`src/inc/ocmp_pkg.sv`:
```
// Shared constants, register map and types for the output compare channel
package ocmp_pkg;

  localparam int DATA_W = 32;
  localparam int ADDR_W = 8;
  localparam int VAL_W = 16;
  localparam int MODE_W = 3;
  localparam int IRQ_W = 3;
  localparam int PTG_W = 8;

  // Register byte addresses
  localparam logic [ADDR_W-1:0] ADDR_CTRL1 = 8'h00;
  localparam logic [ADDR_W-1:0] ADDR_CTRL2 = 8'h04;
  localparam logic [ADDR_W-1:0] ADDR_PRI = 8'h08;
  localparam logic [ADDR_W-1:0] ADDR_SEC = 8'h0C;
  localparam logic [ADDR_W-1:0] ADDR_TMR = 8'h10;
  localparam logic [ADDR_W-1:0] ADDR_PERIOD = 8'h14;
  localparam logic [ADDR_W-1:0] ADDR_IRQ_STAT = 8'h18;
  localparam logic [ADDR_W-1:0] ADDR_IRQ_MASK = 8'h1C;

  // Field positions
  localparam int CTRL1_MODE_LSB = 0;
  localparam int CTRL1_POLICY_BIT = 3;
  localparam int CTRL1_CLKSEL_BIT = 4;
  localparam int CTRL2_TRIGGER_STATUS_FLAG_BIT = 6;
  localparam int IRQ_PRI_BIT = 0;
  localparam int IRQ_SEC_BIT = 1;
  localparam int IRQ_TRIG_BIT = 2;

  // Reset values
  localparam logic [VAL_W-1:0] VAL_RST = 16'h0000;
  localparam logic [VAL_W-1:0] PERIOD_RST = 16'hFFFF;
  localparam logic [IRQ_W-1:0] IRQ_RST = 3'h0;
  localparam logic [DATA_W-1:0] RDATA_ZERO = 32'h00000000;

  // Trigger generator outputs 4..7 serve channels 1..4
  localparam int CHANNEL_NUM = 1;
  localparam int PTG_FIRST_OUT = 4;
  localparam int PTG_SEL = PTG_FIRST_OUT + CHANNEL_NUM - 1;

  typedef enum logic [MODE_W-1:0] {
    MODE_OFF = 3'h0,
    MODE_SS_HIGH = 3'h1,
    MODE_SS_LOW = 3'h2,
    MODE_TOGGLE = 3'h3,
    MODE_DBL_SINGLE = 3'h4,
    MODE_DBL_CONT = 3'h5,
    MODE_EPWM = 3'h6,
    MODE_CPWM = 3'h7
  } mode_t;

  typedef enum logic [3:0] {
    ST_IDLE = 4'h1,
    ST_WAIT_PRI = 4'h2,
    ST_WAIT_SEC = 4'h4,
    ST_DONE = 4'h8
  } seq_state_t;

  function automatic logic is_pwm(input mode_t m);
    is_pwm = (m == MODE_EPWM) || (m == MODE_CPWM);
  endfunction

endpackage

```
`src/channel_timer.sv`:
```
// Free-running channel timer with software load and period rollover
`timescale 1ns/1ps
module channel_timer
  import ocmp_pkg::*;
(
  // Clock and reset
  input wire logic core_clk,
  input wire logic sys_rst,
  // Control
  input wire logic tick,
  input wire logic load,
  input wire logic [ocmp_pkg::VAL_W-1:0] load_val,
  input wire logic [ocmp_pkg::VAL_W-1:0] period,
  // Status
  output logic [ocmp_pkg::VAL_W-1:0] count,
  output logic wrap
);

  logic [VAL_W-1:0] count_r;
  logic [VAL_W-1:0] count_nxt;

  assign wrap = tick && (count_r == period);
  assign count_nxt = load ? load_val : (wrap ? VAL_RST : count_r + 16'h0001);
  assign count = count_r;

  // A software load wins over counting so the written value is seen exactly
  always_ff @(posedge core_clk or posedge sys_rst)
  begin
    if (sys_rst)
      count_r <= VAL_RST;
    else if (load || tick)
      count_r <= count_nxt;
  end

endmodule

```
`src/output_compare_channel.sv`:
```
// Output compare channel with APB registers, compare modes and interrupt
`timescale 1ns/1ps
// Notes on behaviour
// - Policy one: secondary match or software clears flag
// - Policy zero: only software clears trigger flag
// - Mode 111: high on primary, low secondary
// - Mode 110: high at zero, low primary
// - Mode 101: start low, alternate toggles continuously
// - Mode 100: start low, one pulse only
// - Mode 011: toggle on every primary match
// - Mode 010: start high, low on primary
// - Mode 001: start low, high on primary
// - Mode 000: channel disabled, no output activity
// - Compare values double-buffered in PWM modes only
// - Clock source is trigger generator output three-plus-channel
module output_compare_channel
  import ocmp_pkg::*;
(
  // Clock and reset
  input wire logic core_clk,
  input wire logic sys_rst,
  // APB slave
  input wire logic [ocmp_pkg::ADDR_W-1:0] paddr,
  input wire logic psel,
  input wire logic penable,
  input wire logic pwrite,
  input wire logic [ocmp_pkg::DATA_W-1:0] pwdata,
  output logic [ocmp_pkg::DATA_W-1:0] prdata,
  output logic pready,
  output logic pslverr,
  // Trigger sources
  input wire logic [ocmp_pkg::PTG_W-1:0] peripheral_trigger_generator,
  input wire logic trigger_event,
  // Compare output and interrupt
  output logic compare_output_pin,
  output logic irq
);

  // Bus state
  logic pready_r;
  logic [DATA_W-1:0] prdata_r;
  logic pslverr_r;

  // Registers
  mode_t compare_mode_select_r;
  logic trigger_clear_policy_r;
  logic clk_sel_r;
  logic trigger_status_flag_r;
  logic [VAL_W-1:0] pri_shadow_r;
  logic [VAL_W-1:0] sec_shadow_r;
  logic [VAL_W-1:0] pri_active_r;
  logic [VAL_W-1:0] sec_active_r;
  logic [VAL_W-1:0] period_r;
  logic [IRQ_W-1:0] irq_stat_r;
  logic [IRQ_W-1:0] irq_mask_r;
  logic irq_r;

  // Compare engine state
  logic out_r;
  logic out_nxt;
  seq_state_t st_r;
  seq_state_t st_nxt;
  logic step_r;

  // Bus decode
  wire setup_rd = psel && penable && !pready_r;
  wire access = psel && penable && pready_r;
  wire wr = access && pwrite;
  wire hit_ctrl1 = (paddr == ADDR_CTRL1);
  wire hit_ctrl2 = (paddr == ADDR_CTRL2);
  wire hit_pri = (paddr == ADDR_PRI);
  wire hit_sec = (paddr == ADDR_SEC);
  wire hit_tmr = (paddr == ADDR_TMR);
  wire hit_period = (paddr == ADDR_PERIOD);
  wire hit_stat = (paddr == ADDR_IRQ_STAT);
  wire hit_mask = (paddr == ADDR_IRQ_MASK);
  wire addr_hit = hit_ctrl1 || hit_ctrl2 || hit_pri || hit_sec || hit_tmr || hit_period || hit_stat || hit_mask;

  wire mode_wr = wr && hit_ctrl1;
  wire mode_t mode_new = mode_t'(pwdata[CTRL1_MODE_LSB +: MODE_W]);
  wire sw_trig_clr = wr && hit_ctrl2 && pwdata[CTRL2_TRIGGER_STATUS_FLAG_BIT];
  wire tmr_load = wr && hit_tmr;
  wire [IRQ_W-1:0] stat_w1c = (wr && hit_stat) ? pwdata[IRQ_W-1:0] : IRQ_RST;

  // Timer
  wire pwm_mode = is_pwm(compare_mode_select_r);
  wire ptg_clk = peripheral_trigger_generator[PTG_SEL];
  // Channel timer advances on its own generator output when selected
  wire tick = (compare_mode_select_r != MODE_OFF) && (clk_sel_r ? ptg_clk : 1'b1);
  wire [VAL_W-1:0] timer_val;
  wire timer_wrap;

  channel_timer u_timer (
    .core_clk(core_clk),
    .sys_rst(sys_rst),
    .tick(tick),
    .load(tmr_load),
    .load_val(pwdata[VAL_W-1:0]),
    .period(period_r),
    .count(timer_val),
    .wrap(timer_wrap)
  );

  // Values in use: buffered copies in PWM, shadows directly otherwise
  wire [VAL_W-1:0] pri_use = pwm_mode ? pri_active_r : pri_shadow_r;
  wire [VAL_W-1:0] sec_use = pwm_mode ? sec_active_r : sec_shadow_r;

  // A stalled timer must not re-fire the same match every cycle
  wire pri_match = step_r && (timer_val == pri_use);
  wire sec_match = step_r && (timer_val == sec_use);
  wire zero_match = step_r && (timer_val == VAL_RST);

  // Read mux
  wire [DATA_W-1:0] rd_ctrl1 = {27'h0000000, clk_sel_r, trigger_clear_policy_r, compare_mode_select_r};
  wire [DATA_W-1:0] rd_ctrl2 = {25'h0000000, trigger_status_flag_r, 6'h00};
  wire [DATA_W-1:0] rd_data = hit_ctrl1 ? rd_ctrl1 :
                              hit_ctrl2 ? rd_ctrl2 :
                              hit_pri ? {16'h0000, pri_shadow_r} :
                              hit_sec ? {16'h0000, sec_shadow_r} :
                              hit_tmr ? {16'h0000, timer_val} :
                              hit_period ? {16'h0000, period_r} :
                              hit_stat ? {29'h00000000, irq_stat_r} :
                              hit_mask ? {29'h00000000, irq_mask_r} : RDATA_ZERO;

  // Trigger flag: set wins over either clear
  wire trig_hw_clr = trigger_clear_policy_r && sec_match;
  wire trig_nxt = trigger_event || (trigger_status_flag_r && !(sw_trig_clr || trig_hw_clr));

  wire [IRQ_W-1:0] irq_events = {trigger_event, sec_match, pri_match};
  wire [IRQ_W-1:0] stat_nxt = irq_events | (irq_stat_r & ~stat_w1c);

  // One wait state: data is latched in the first access cycle
  always_ff @(posedge core_clk or posedge sys_rst)
  begin
    if (sys_rst)
    begin
      pready_r <= 1'b0;
      prdata_r <= RDATA_ZERO;
      pslverr_r <= 1'b0;
    end
    else
    begin
      pready_r <= setup_rd;
      prdata_r <= setup_rd && !pwrite ? rd_data : RDATA_ZERO;
      pslverr_r <= setup_rd && !addr_hit;
    end
  end

  always_ff @(posedge core_clk or posedge sys_rst)
  begin
    if (sys_rst)
    begin
      compare_mode_select_r <= MODE_OFF;
      trigger_clear_policy_r <= 1'b0;
      clk_sel_r <= 1'b0;
    end
    else if (mode_wr)
    begin
      compare_mode_select_r <= mode_new;
      trigger_clear_policy_r <= pwdata[CTRL1_POLICY_BIT];
      clk_sel_r <= pwdata[CTRL1_CLKSEL_BIT];
    end
  end

  always_ff @(posedge core_clk or posedge sys_rst)
  begin
    if (sys_rst)
    begin
      pri_shadow_r <= VAL_RST;
      sec_shadow_r <= VAL_RST;
      period_r <= PERIOD_RST;
      irq_mask_r <= IRQ_RST;
    end
    else
    begin
      if (wr && hit_pri)
        pri_shadow_r <= pwdata[VAL_W-1:0];
      if (wr && hit_sec)
        sec_shadow_r <= pwdata[VAL_W-1:0];
      if (wr && hit_period)
        period_r <= pwdata[VAL_W-1:0];
      if (wr && hit_mask)
        irq_mask_r <= pwdata[IRQ_W-1:0];
    end
  end

  // PWM copies reload only at period rollover or on a CTRL1 write, so a cycle is never torn
  always_ff @(posedge core_clk or posedge sys_rst)
  begin
    if (sys_rst)
    begin
      pri_active_r <= VAL_RST;
      sec_active_r <= VAL_RST;
    end
    else if (!pwm_mode || timer_wrap || mode_wr)
    begin
      pri_active_r <= pri_shadow_r;
      sec_active_r <= sec_shadow_r;
    end
  end

  always_comb
  begin
    out_nxt = out_r;
    st_nxt = st_r;
    case (compare_mode_select_r)
      MODE_OFF:
      begin
        out_nxt = 1'b0;
        st_nxt = ST_IDLE;
      end
      MODE_SS_HIGH:
      begin
        if (st_r == ST_WAIT_PRI && pri_match)
        begin
          out_nxt = 1'b1;
          st_nxt = ST_DONE;
        end
      end
      MODE_SS_LOW:
      begin
        if (st_r == ST_WAIT_PRI && pri_match)
        begin
          out_nxt = 1'b0;
          st_nxt = ST_DONE;
        end
      end
      MODE_TOGGLE:
      begin
        if (pri_match)
          out_nxt = !out_r;
      end
      MODE_DBL_SINGLE, MODE_DBL_CONT:
      begin
        if (st_r == ST_WAIT_PRI && pri_match)
        begin
          out_nxt = !out_r;
          st_nxt = ST_WAIT_SEC;
        end
        else if (st_r == ST_WAIT_SEC && sec_match)
        begin
          out_nxt = !out_r;
          st_nxt = (compare_mode_select_r == MODE_DBL_CONT) ? ST_WAIT_PRI : ST_DONE;
        end
      end
      MODE_EPWM:
      begin
        // Low wins so a zero duty value keeps the pin low
        if (pri_match)
          out_nxt = 1'b0;
        else if (zero_match)
          out_nxt = 1'b1;
      end
      MODE_CPWM:
      begin
        if (sec_match)
          out_nxt = 1'b0;
        else if (pri_match)
          out_nxt = 1'b1;
      end
      default:
      begin
        out_nxt = out_r;
        st_nxt = st_r;
      end
    endcase
    if (mode_wr)
    begin
      out_nxt = (mode_new == MODE_SS_LOW);
      st_nxt = (mode_new == MODE_OFF) ? ST_IDLE : ST_WAIT_PRI;
    end
  end

  always_ff @(posedge core_clk or posedge sys_rst)
  begin
    if (sys_rst)
    begin
      out_r <= 1'b0;
      st_r <= ST_IDLE;
      step_r <= 1'b0;
    end
    else
    begin
      out_r <= out_nxt;
      st_r <= st_nxt;
      step_r <= tick && !tmr_load;
    end
  end

  always_ff @(posedge core_clk or posedge sys_rst)
  begin
    if (sys_rst)
    begin
      trigger_status_flag_r <= 1'b0;
      irq_stat_r <= IRQ_RST;
      irq_r <= 1'b0;
    end
    else
    begin
      trigger_status_flag_r <= trig_nxt;
      irq_stat_r <= stat_nxt;
      irq_r <= |(stat_nxt & irq_mask_r);
    end
  end

  assign prdata = prdata_r;
  assign pready = pready_r;
  assign pslverr = pslverr_r;
  assign compare_output_pin = out_r;
  assign irq = irq_r;
endmodule

```
`config.mk`:
```
export PLATFORM = sky130hd
export DESIGN_NAME = output_compare_channel
export DESIGN_NICKNAME = d
export VERILOG_FILES = /design/src/inc/ocmp_pkg.sv /design/src/channel_timer.sv /design/src/output_compare_channel.sv
export SDC_FILE = /design/constraint.sdc
export NUM_CORES = 1
export LEC_CHECK = 0
export ABC_AREA = 1
export BUFFER_PORTS_ARGS = -buffer_cell sky130_fd_sc_hd__buf_2
export CORE_UTILIZATION = 39
export DETAILED_ROUTE_END_ITERATION = 10
export GPL_TIMING_DRIVEN = 0
export HOLD_SLACK_MARGIN = 0.12
export PLACE_DENSITY_LB_ADDON = 0.12
export SYNTH_ARGS = -nofsm -noshare
export SYNTH_HDL_FRONTEND = slang
export SYNTH_HIERARCHICAL = 1
export SYNTH_SLANG_ARGS = --single-unit
export TNS_END_PERCENT = 10
```
`constraint.sdc`:
```
create_clock -name core_clk -period 7.4 [get_ports core_clk]
set_input_delay 1.48 -clock core_clk [delete_from_list [all_inputs] [get_ports core_clk]]
set_output_delay 1.48 -clock core_clk [all_outputs]
set_load 0.01 [all_outputs]
```
==> reports/summary.txt, run 1 <==
Slowest stage delay, CP -> 820 ps
Element type at the critical path start -> primary input
Kind of critical path -> primary input to register
Clk sinks -> 133
Pwr dens -> 242.0 mW/mm2
Top FF cell, synth -> dfrtp_1
Die H -> 146.5 um
Final Hold Fails -> 0
Initial Utilization -> 0.3996
Post-synthesis sequential area ratio -> 0.4116
DR pass1 iterations -> 5
Initial antenna violation count -> 0
Max Clock Skew -> 11.97 ps
Post-Place Worst Slack -> 3105 ps
Slew @ Worst Pin -> 1049 ps
Buffers plus inverters on the worst setup path -> 5
Synthesized area -> 0.008138 mm2
Pin count of the biggest net entering global routing -> 84
Req. time, crit path -> 7750 ps
CTS tree -> done
CTS clk-pin slew, worst paths -> 60 ps
Top delay family on crit path -> simple AND/OR/NAND/NOR gates
DR vias -> 7997
Number of global-route vias before repair -> 7726
Ys async rst share -> 1.000
Mean Syn Cell Area -> 6.979 um2
Worst Hold Class -> register to register
CORE AREA -> 0.02036 mm2
Synth area leaders -> dfrtp_1, nand2_1, inv_1
Slowest cell on the critical path -> a21oi_1
Status -> completed
Resize count post-CTS -> 0
EDFF count, synth -> 0
RePlAce Congestion -> 0.9487
Iter 0 DRT Violations -> 682
TritonCTS Buffers -> 17
Post-CTS Setup Bufs -> 0
Period utilization -> 0.5268
Post-CTS Hold Fix Bufs -> 0
Diodes inserted -> 0
CTS root buffer -> clkbuf_16
Vias/cell -> 5.213
Seq cells post-synth -> 133
WL/cell -> 18.17 um
Num ports -> 90
Synth Warn # -> 6
Ratio of cells with drive above 1 in the final layout -> 0.1456
First-pass GRT wire length -> 43580 um
Critical path endpoint category -> register
Critical Path Fanout Max -> 10
Tmin final -> 3898 ps
Total leakage power -> 4.742 nW
Max cap viols -> 0
Max Clk Rate -> 0.2565 GHz
Synth-to-layout area growth -> 15.81%
Netlist cell types -> 42
H-tree Lvls -> 4
CP arrival -> 4240 ps
PortBufs -> 50
Final WL -> 27870 um
Half-perimeter wire length after placement -> 21680 um
Remaining DRCs -> 0
Count of final setup violators -> 0
Row count -> 52
Die area -> 0.02145 mm2
Syn Inst Count -> 1166
RSZ-0062 raised after global routing -> no
Chip width -> 146.5 um
Post-synth top area cell -> dfrtp_1
Pins over their slew limit -> 0
CP cell instances -> buf_2, inv_1, a21oi_1, nand2_1, nor3_4, nand3_4, buf_6, inv_1, nor2_2, nand2_2, buf_2, nand2_1, o21ai_0
Clock Latency Late Sink -> 430 ps
Total gr overflow -> 0
Filler Cell Count -> 2117
Slew HR -> 0.3008
Setup WS post-layout -> 3502 ps
Max clock buf depth -> 2
Gr usage total -> 0.2704
Routed Antenna Nets -> 0
Maximum VDD drop -> 0.1607 mV
Setup TNS Final -> 0 ps
Yosys top cell area share -> 0.3567
# nets final -> 1306
-- layer usage --
| layer | GRT usage | part of all wire |
|---|---|---|
| met5 | 0 | 0 |
| met3 | 0.04031 | 0.075 |
| met2 | 0.4362 | 0.46 |
| met4 | 0.09792 | 0.023 |
| met1 | 0.3681 | 0.44 |
-- per-stage QoR --
| step | total power [mW] | cells | hold WS (ps) | instance area (um2) | utilization |
|---|---|---|---|---|---|
| CTS | 2.282 | 1534 | 475.9 | 9424 | 0.4628 |
| global route | 2.388 | 1534 | 503.4 | 9424 | 0.4628 |
| floorplan | 1.211 | 1181 | 447.8 | 8194 | - |
| global placement | 1.398 | 1501 | 453.0 | 8782 | 0.4312 |
| finish | 2.280 | 1534 | 471.4 | 9424 | 0.4628 |
| detailed placement | 1.405 | 1502 | 469.1 | 8815 | 0.4328 |
-- sequential cells by signal, summed over array words and instances (netlist names), 3 cells and up --
register	flops
period_r	16
prdata	16
pri_active_r	16
pri_shadow_r	16
sec_active_r	16
sec_shadow_r	16
u_timer/count	16
st_r	4
compare_mode_select_r	3
irq_mask_r	3
irq_stat_r	3
-- cell usage after synthesis, types with 12 or more instances --
master	number
clkbuf_1	16
o211ai_1	21
nand3_1	90
nand2_1	411
a22oi_1	16
inv_1	135
dfrtp_1	116
buf_4	20
o21ai_0	81
a21oi_1	35
nor2_1	79
dfstp_2	17
nand4_1	12
-- cells by family after synthesis --
logic type | Yosys count | synth area share
mux | 4 | 0.005535
simple gates | 637 | 0.3306
other cells | 1 | 0.0004608
xor+xnor | 8 | 0.008610
fa+ha+maj | 1 | 0.001537
buf+inv | 200 | 0.1102
flops | 133 | 0.4116
compound gates | 182 | 0.1315
-- layout by cell type, fill, tap and decap left out, types with 3 or more instances in the layout --
cell,netlist,final
inv_1,135,134
nand2_2,9,9
mux2_2,4,4
a21oi_1,35,35
dfstp_2,17,17
dfrtp_1,116,116
nand3_1,90,90
o221ai_1,3,3
a22oi_1,16,16
clkinv_4,0,4
nand4_1,12,12
buf_4,20,20
inv_2,11,11
nor3_1,11,11
o211ai_1,21,21
inv_6,0,5
o21ai_0,81,81
a221oi_1,8,8
buf_2,9,59
buf_6,8,8
clkbuf_16,0,17
conb_1,1,16
nand2_1,411,411
nand3_2,3,3
xor2_1,8,8
o21ai_1,10,10
nor4_1,3,3
clkbuf_1,16,16
clkbuf_8,0,3
nor2_2,10,10
nor2_1,79,79
-- cell type report --
cell class	instances	area [um2]	share of cell area
Multi-Input combinational cell	848	3948	0.4189
Sequential cell	133	3349	0.3554
Inverter	147	556.8	0.05908
Clock buffer	20	466.7	0.04952
Buffer	53	345.3	0.03664
Tap cell	270	337.8	0.03585
Timing Repair Buffer	51	277.8	0.02947
Clock inverter	12	142.6	0.01514
-- path summary, 6_finish.rpt --
path                                                           start                           end  cells past startpoint  slack (ps)
worst max-delay path                 peripheral_trigger_generator[4]   pri_active_r[6]$_DFFE_PP0P_                     13        3500
worst min-delay path                                pready$_DFF_PP0_              pready$_DFF_PP0_                      1         470
worst max register to register  compare_mode_select_r[1]$_DFFE_PP0P_   pri_active_r[6]$_DFFE_PP0P_                     16        3670
worst min register to register                      pready$_DFF_PP0_              pready$_DFF_PP0_                      1         470
max in group asynchronous                                    sys_rst           st_r[0]$_DFFE_PP1P_                      3        5600
min in group asynchronous                                    sys_rst  pri_shadow_r[12]$_DFFE_PP0P_                      2        1040
-- worst register-to-register path, delay by kind of cell (launching register included) --
| kind | cells | cell delay, ps |
|---|---|---|
| AO/OA/AOI/OAI | 2 | 890 |
| AND/OR/NAND/NOR | 8 | 1210 |
| flip-flops | 1 | 340 |
| buffers and inverters | 6 | 1220 |
-- where the power goes --
part           internal, mW  leakage (nW)  switching (mW)
logic                 0.180          2.72           0.391
clock network         0.529         0.298           0.350
registers             0.774          1.73          0.0573
total                  1.48          4.74           0.798
(Power assumes the default switching activity.)
==> run 2, diff against run 1 <==
clock period = 3.4 ns   (was 7.4 ns; I/O delays follow)
==> run 2 against run 1 <==
  * Utilization about the same
  * Sequential cell count is the same
  * Sequential power is 120% higher
  * Cell area is essentially flat
  * Sequential share of layout area about the same
  * Wire length decreased by 0.34%
  * Combinational power rose by 120%
  * Global-route usage is 0.11 points lower
  * Critical endpoint is now pri_active_r[3]$_DFFE_PP0P_
==> reports/summary.txt, run 2 (synthesis results as in run 1) <==
First-pass GRT wire length -> 43240 um (-0.78%)
CP cell instances -> buf_6, buf_2, nor2_1, inv_1, nor2_1, a21oi_4, nand2_1, nor3_4, nand3_4, buf_6, inv_1, nor2_2, nand2_2, buf_2, nand2_1, o21ai_0
Final WL -> 27780 um (-0.34%)
PortBufs -> 50 (unchanged)
Slowest cell on the critical path -> dfrtp_1
WL/cell -> 18.07 um (-0.54%)
Synth-to-layout area growth -> 15.85% (about the same)
Slew @ Worst Pin -> 756.2 ps (-292.5 ps)
DR pass1 iterations -> 6 (+1)
RePlAce Congestion -> 0.9866 (+4.0%)
Setup TNS Final -> 0 ps (unchanged)
Buffers plus inverters on the worst setup path -> 6 (+1)
CORE AREA -> 0.02036 mm2 (unchanged)
Kind of critical path -> register to register
Slew HR -> 0.4940 (+0.1931)
RSZ-0062 raised after global routing -> no
Worst hold margin -> 342.1 ps (-129.3 ps)
Launching point of the worst reg2reg path -> compare_mode_select_r[1]$_DFFE_PP0P_
Diodes inserted -> 0 (unchanged)
Commonest cells after routing, fill and taps aside -> nand2_1, inv_1, dfrtp_1
Total leakage power -> 4.732 nW (-0.22%)
Initial Utilization -> 0.3996 (unchanged)
H-tree Lvls -> 4 (unchanged)
Num ports -> 90 (unchanged)
Top delay family on crit path -> buffers and inverters
Row count -> 52 (unchanged)
RR Endpoint -> pri_active_r[3]$_DFFE_PP0P_
# nets final -> 1309 (+0.23%)
Req. time, crit path -> 3730 ps (-4020 ps)
Max cap viols -> 0 (unchanged)
Tmin final -> 3224 ps
Fin util -> 0.4630 (about the same)
Element type at the critical path start -> register
Vias/cell -> 5.260 (+0.89%)
Total gr overflow -> 0 (unchanged)
WP depth -> 16 (+3)
Routed Antenna Nets -> 0 (unchanged)
Ratio of cells with drive above 1 in the final layout -> 0.1468 (+0.001234)
CTS clk-pin slew, worst paths -> 60 ps (about the same)
CTS tree -> done
Number of global-route vias before repair -> 7644 (-1.1%)
Remaining DRCs -> 0 (unchanged)
DR vias -> 8084 (+1.1%)
Filler Cell Count -> 2126 (+0.43%)
Max Clock Skew -> 11.12 ps (-0.8538 ps)
Pwr dens -> 510.5 mW/mm2 (+110%)
Max Clk Rate -> 0.3102 GHz
Critical Path Fanout Max -> 10 (unchanged)
Initial antenna violation count -> 0 (unchanged)
R2R cell count -> 16 (unchanged)
Most common cell after layout, fill and taps aside -> nand2_1
Reg-to-reg setup timing slack -> 180 ps (-3490 ps)
Final Hold Fails -> 0 (unchanged)
Pin count of the biggest net entering global routing -> 42 (-50%)
Max clock buf depth -> 2 (unchanged)
Period utilization -> 0.9482
Post-CTS Hold Fix Bufs -> 0 (unchanged)
Slowest stage delay, CP -> 330 ps (-490 ps)
CTS root buffer -> clkbuf_16
CP arrival -> 3560 ps (-680 ps)
Crit path from -> compare_mode_select_r[1]$_DFFE_PP0P_
Chip width -> 146.5 um (unchanged)
Maximum VDD drop -> 0.3390 mV (+110%)
Die area -> 0.02145 mm2 (unchanged)
Clock Latency Late Sink -> 430 ps (about the same)
Half-perimeter wire length after placement -> 21620 um (-0.26%)
TritonCTS Buffers -> 17 (unchanged)
Worst Setup EP -> pri_active_r[3]$_DFFE_PP0P_
Die H -> 146.5 um (unchanged)
Status -> completed
Iter 0 DRT Violations -> 671 (-1.6%)
Worst Hold Class -> primary input to async pin
Pins over their slew limit -> 0 (unchanged)
Critical path endpoint category -> register
Gr usage total -> 0.2694 (-0.001093)
Tot Pwr -> 4.813 mW (+110%)
Clk sinks -> 133 (unchanged)
Count of final setup violators -> 0 (unchanged)
[run 2: cell types whose count changed in the layout (fill, tap and decap cells not counted), moves of 2 or more]
cell        change
clkbuf_1        +2
clkinvlp_4      +3
inv_6           -4
clkinv_2        +2
buf_12          +3
[run 2: worst min-delay path by stage]
stage,startpoint,end,slack (ps)
global route,sys_rst,pri_shadow_r[10]$_DFFE_PP0P_,360
finish,sys_rst,pri_shadow_r[10]$_DFFE_PP0P_,340
detailed placement,pready$_DFF_PP0_,pready$_DFF_PP0_,460
CTS,sys_rst,pri_shadow_r[10]$_DFFE_PP0P_,350
floorplan,st_r[0]$_DFFE_PP1P_,st_r[0]$_DFFE_PP1P_,450
global placement,pready$_DFF_PP0_,pready$_DFF_PP0_,450
[run 2: layer usage]
| layer | GRT usage | up-vias | routed length (um) | share of wire |
|---|---|---|---|---|
| li1 | - | 3904 | - | - |
| met1 | 0.3496 | 3816 | 12200 | 0.44 |
| met2 | 0.4388 | 313 | 12890 | 0.46 |
| met3 | 0.06875 | 51 | 1924 | 0.069 |
| met4 | 0.08438 | 0 | 756 | 0.027 |
| met5 | 0 | - | 0 | 0 |
[run 2: what timing repair did]
action | CTS | global route
buffers inserted | 0 | 1
resized for setup | 1 | 1
endpoints found under the setup margin | 32 | 32
[run 2: cell type report]
cell class                 count  area (um2)  area share
clock buffer                  21       460.4     0.04884
inverter                     147       555.5     0.05893
clock inverter                11       102.6     0.01088
sequential                   133        3349      0.3553
timing repair buffer          54       317.8     0.03371
tap                          270       337.8     0.03583
multi-input combinational    848        3959      0.4199
buffer                        53       345.3     0.03663
[run 2: per-stage QoR]
| stage | setup slack, ps | area (um2) | instances |
|---|---|---|---|
| 3_3_place_gp | -303.4 | 8786 | 1501 |
| 4_1_cts | 34.90 | 9413 | 1536 |
| 3_5_place_dp | -308.9 | 8846 | 1504 |
| 6_report | 176.2 | 9428 | 1537 |
| 5_1_grt | 23.96 | 9428 | 1537 |
| 2_1_floorplan | 995.6 | 8198 | 1181 |
[run 2: report_power, final]
| group | total, mW | switching [mW] | internal, mW |
|---|---|---|---|
| Clock | 1.77 | 0.729 | 1.04 |
| Combinational | 1.23 | 0.837 | 0.396 |
| Sequential | 1.81 | 0.123 | 1.68 |
| Total | 4.81 | 1.69 | 3.12 |
[run 2: tightest hold or removal path, stage by stage]
cell and delay, ps:
buf_2 120, clkinvlp_4 110, buf_12 230
==> run 3, diff against run 2 <==
CORE_ASPECT_RATIO = 1.5   (was unset)
==> run 3 against run 2 <==
  * Power increased by 4.3%
  * Sequential share of layout area fell by 0.15 points
  * Via count shrank 0.58%
  * Die area is essentially flat
  * Register-to-register slack worse by 30 ps
  * Highest routed layer unchanged
  * Critical path depth stayed put
  * Largest power group is now clock
  * Global-route usage up 1.5 points
  * Largest cell class unchanged
  * Utilization rose by 0.077 points
==> reports/summary.txt, run 3 (synthesis results as in run 1) <==
Status -> completed
RSZ-0062 raised after global routing -> no
RR Endpoint -> pri_active_r[1]$_DFFE_PP0P_
Tmin final -> 3250 ps (+26.52 ps)
Fin util -> 0.4637 (+0.0007730)
H-tree Lvls -> 4 (unchanged)
Max clock buf depth -> 2 (unchanged)
Slowest cell on the critical path -> a21oi_4
Period utilization -> 0.9560 (+0.007800)
Half-perimeter wire length after placement -> 22820 um (+5.6%)
CTS clk-pin slew, worst paths -> 60 ps (about the same)
RePlAce Congestion -> 0.9268 (-6.1%)
Initial Utilization -> 0.3985 (-0.001077)
Final non-filler cell area -> 0.009469 mm2 (+0.44%)
Commonest cells after routing, fill and taps aside -> nand2_1, inv_1, dfrtp_1
CP cell instances -> buf_6, buf_2, nor2_1, inv_1, nor2_1, a21oi_4, nand2_1, nor3_4, nand3_4, buf_6, inv_1, nor2_2, nand2_2, buf_2, nand2_1, o21ai_0
WL/cell -> 18.93 um (+4.8%)
CORE AREA -> 0.02042 mm2 (+0.27%)
Non-Filler Instances -> 1530 (-0.46%)
Diodes inserted -> 0 (unchanged)
Tot Pwr -> 5.021 mW (+4.3%)
Slew @ Worst Pin -> 885.8 ps (+129.5 ps)
Ratio of cells with drive above 1 in the final layout -> 0.1469 (about the same)
Top delay family on crit path -> simple AND/OR/NAND/NOR gates
DR pass1 iterations -> 5 (-1)
Pins over their slew limit -> 0 (unchanged)
Launching point of the worst reg2reg path -> compare_mode_select_r[1]$_DFFE_PP0P_
CP arrival -> 3610 ps (+50 ps)
Req. time, crit path -> 3760 ps (+30 ps)
CTS root buffer -> clkbuf_16
Filler Cell Count -> 2167 (+1.9%)
Row count -> 64 (+23%)
Maximum VDD drop -> 0.3402 mV (+0.36%)
Synth-to-layout area growth -> 16.36%
Initial antenna violation count -> 0 (unchanged)
Final WL -> 28970 um (+4.3%)
Chip width -> 119.9 um (-18%)
Critical Path Fanout Max -> 10 (unchanged)
Die area -> 0.02146 mm2 (about the same)
CTS tree -> done
Critical path endpoint category -> register
# nets final -> 1308 (-0.076%)
Pin count of the biggest net entering global routing -> 40 (-4.8%)
Buffers plus inverters on the worst setup path -> 6 (unchanged)
Most common cell after layout, fill and taps aside -> nand2_1
DR vias -> 8037 (-0.58%)
Worst hold margin -> 190.0 ps (-152.1 ps)
Pwr dens -> 530.2 mW/mm2 (+3.9%)
Max cap viols -> 0 (unchanged)
Setup WS post-layout -> 149.7 ps (-26.52 ps)
Count of final setup violators -> 0 (unchanged)
Slew HR -> 0.4073 (-0.08667)
Setup TNS Final -> 0 ps (unchanged)
Num ports -> 90 (unchanged)
Gr usage total -> 0.2845 (+0.01514)
DP Area -> 0.008838 mm2 (about the same)
Max Clock Skew -> 7.215 ps (-3.901 ps)
Total leakage power -> 4.754 nW (+0.47%)
TritonCTS Buffers -> 17 (unchanged)
Max Clk Rate -> 0.3077 GHz (-0.82%)
Clock Latency Late Sink -> 430 ps (about the same)
Worst Hold Class -> primary input to async pin
R2R cell count -> 16 (unchanged)
Kind of critical path -> register to register
Reg-to-reg setup timing slack -> 150 ps (-30 ps)
First-pass GRT wire length -> 44530 um (+3.0%)
Final Hold Fails -> 0 (unchanged)
Vias/cell -> 5.253 (-0.13%)
Die H -> 178.9 um (+22%)
Element type at the critical path start -> register
Total gr overflow -> 0 (unchanged)
Number of global-route vias before repair -> 7751 (+1.4%)
Iter 0 DRT Violations -> 529 (-21%)
PortBufs -> 50 (unchanged)
Post-Place Worst Slack -> -328.6 ps (-19.71 ps)
Clk sinks -> 133 (unchanged)
Register area -> 0.003349 mm2 (unchanged)
Dpl cells -> 1498 (-0.40%)
Routed Antenna Nets -> 0 (unchanged)
Remaining DRCs -> 0 (unchanged)
Footprint of the multi-input gates -> 0.003959 mm2 (unchanged)
Slowest stage delay, CP -> 360 ps (+30 ps)
==> run 3: changes by cell type in the layout (fill, tap and decap cells not counted), sizes merged <==
cell	change
buf	-1
bufinv	+2
clkinv	-2
==> run 3: cell type report <==
class | count | share of cell area
clock inverter | 11 | 0.01572
sequential | 133 | 0.3537
buffer | 53 | 0.03647
tap | 264 | 0.03488
multi-input combinational | 848 | 0.4181
inverter | 147 | 0.05867
timing repair buffer | 53 | 0.03277
clock buffer | 21 | 0.04968
==> run 3: how the worst max path moves through the flow <==
stage | startpoint | endpoint | slack [ps] | depth (start not counted)
after floorplan | compare_mode_select_r[1]$_DFFE_PP0P_ | pri_active_r[15]$_DFFE_PP0P_ | 1000 | 14
after global placement | compare_mode_select_r[1]$_DFFE_PP0P_ | pri_active_r[6]$_DFFE_PP0P_ | -380 | 16
after detailed placement | compare_mode_select_r[1]$_DFFE_PP0P_ | pri_active_r[3]$_DFFE_PP0P_ | -330 | 15
after CTS | compare_mode_select_r[1]$_DFFE_PP0P_ | pri_active_r[1]$_DFFE_PP0P_ | 20 | 16
after global routing | compare_mode_select_r[1]$_DFFE_PP0P_ | pri_active_r[2]$_DFFE_PP0P_ | 20 | 16
final | compare_mode_select_r[1]$_DFFE_PP0P_ | pri_active_r[1]$_DFFE_PP0P_ | 150 | 16
==> run 3: per-layer routing <==
layer  vias to the layer above  wire length [um]  part of all wire  global-route usage
met5                         -                 0                 0                   0
met4                         0              1476             0.051              0.1635
met3                        76              1247             0.043             0.03690
met2                       250             14770              0.51              0.5029
met1                      3807             11480              0.40              0.3283
li1                       3904                 -                 -                   -
==> run 3: timing repair <==
| action | 4_1_cts | 5_1_grt |
|---|---|---|
| setup buffers | 0 | 0 |
| endpoints found under the setup margin | 32 | 29 |
| resized for setup | 1 | 1 |
| endpoints found under the hold margin | 0 | 0 |
| hold buffers | 0 | 0 |
==> run 3: power breakdown <==
part / leakage (nW) / switching, mW / internal [mW] / total, mW
logic: 2.73 / 0.878 / 0.395 / 1.27
registers: 1.73 / 0.125 / 1.68 / 1.81
clock network: 0.296 / 0.726 / 1.21 / 1.94
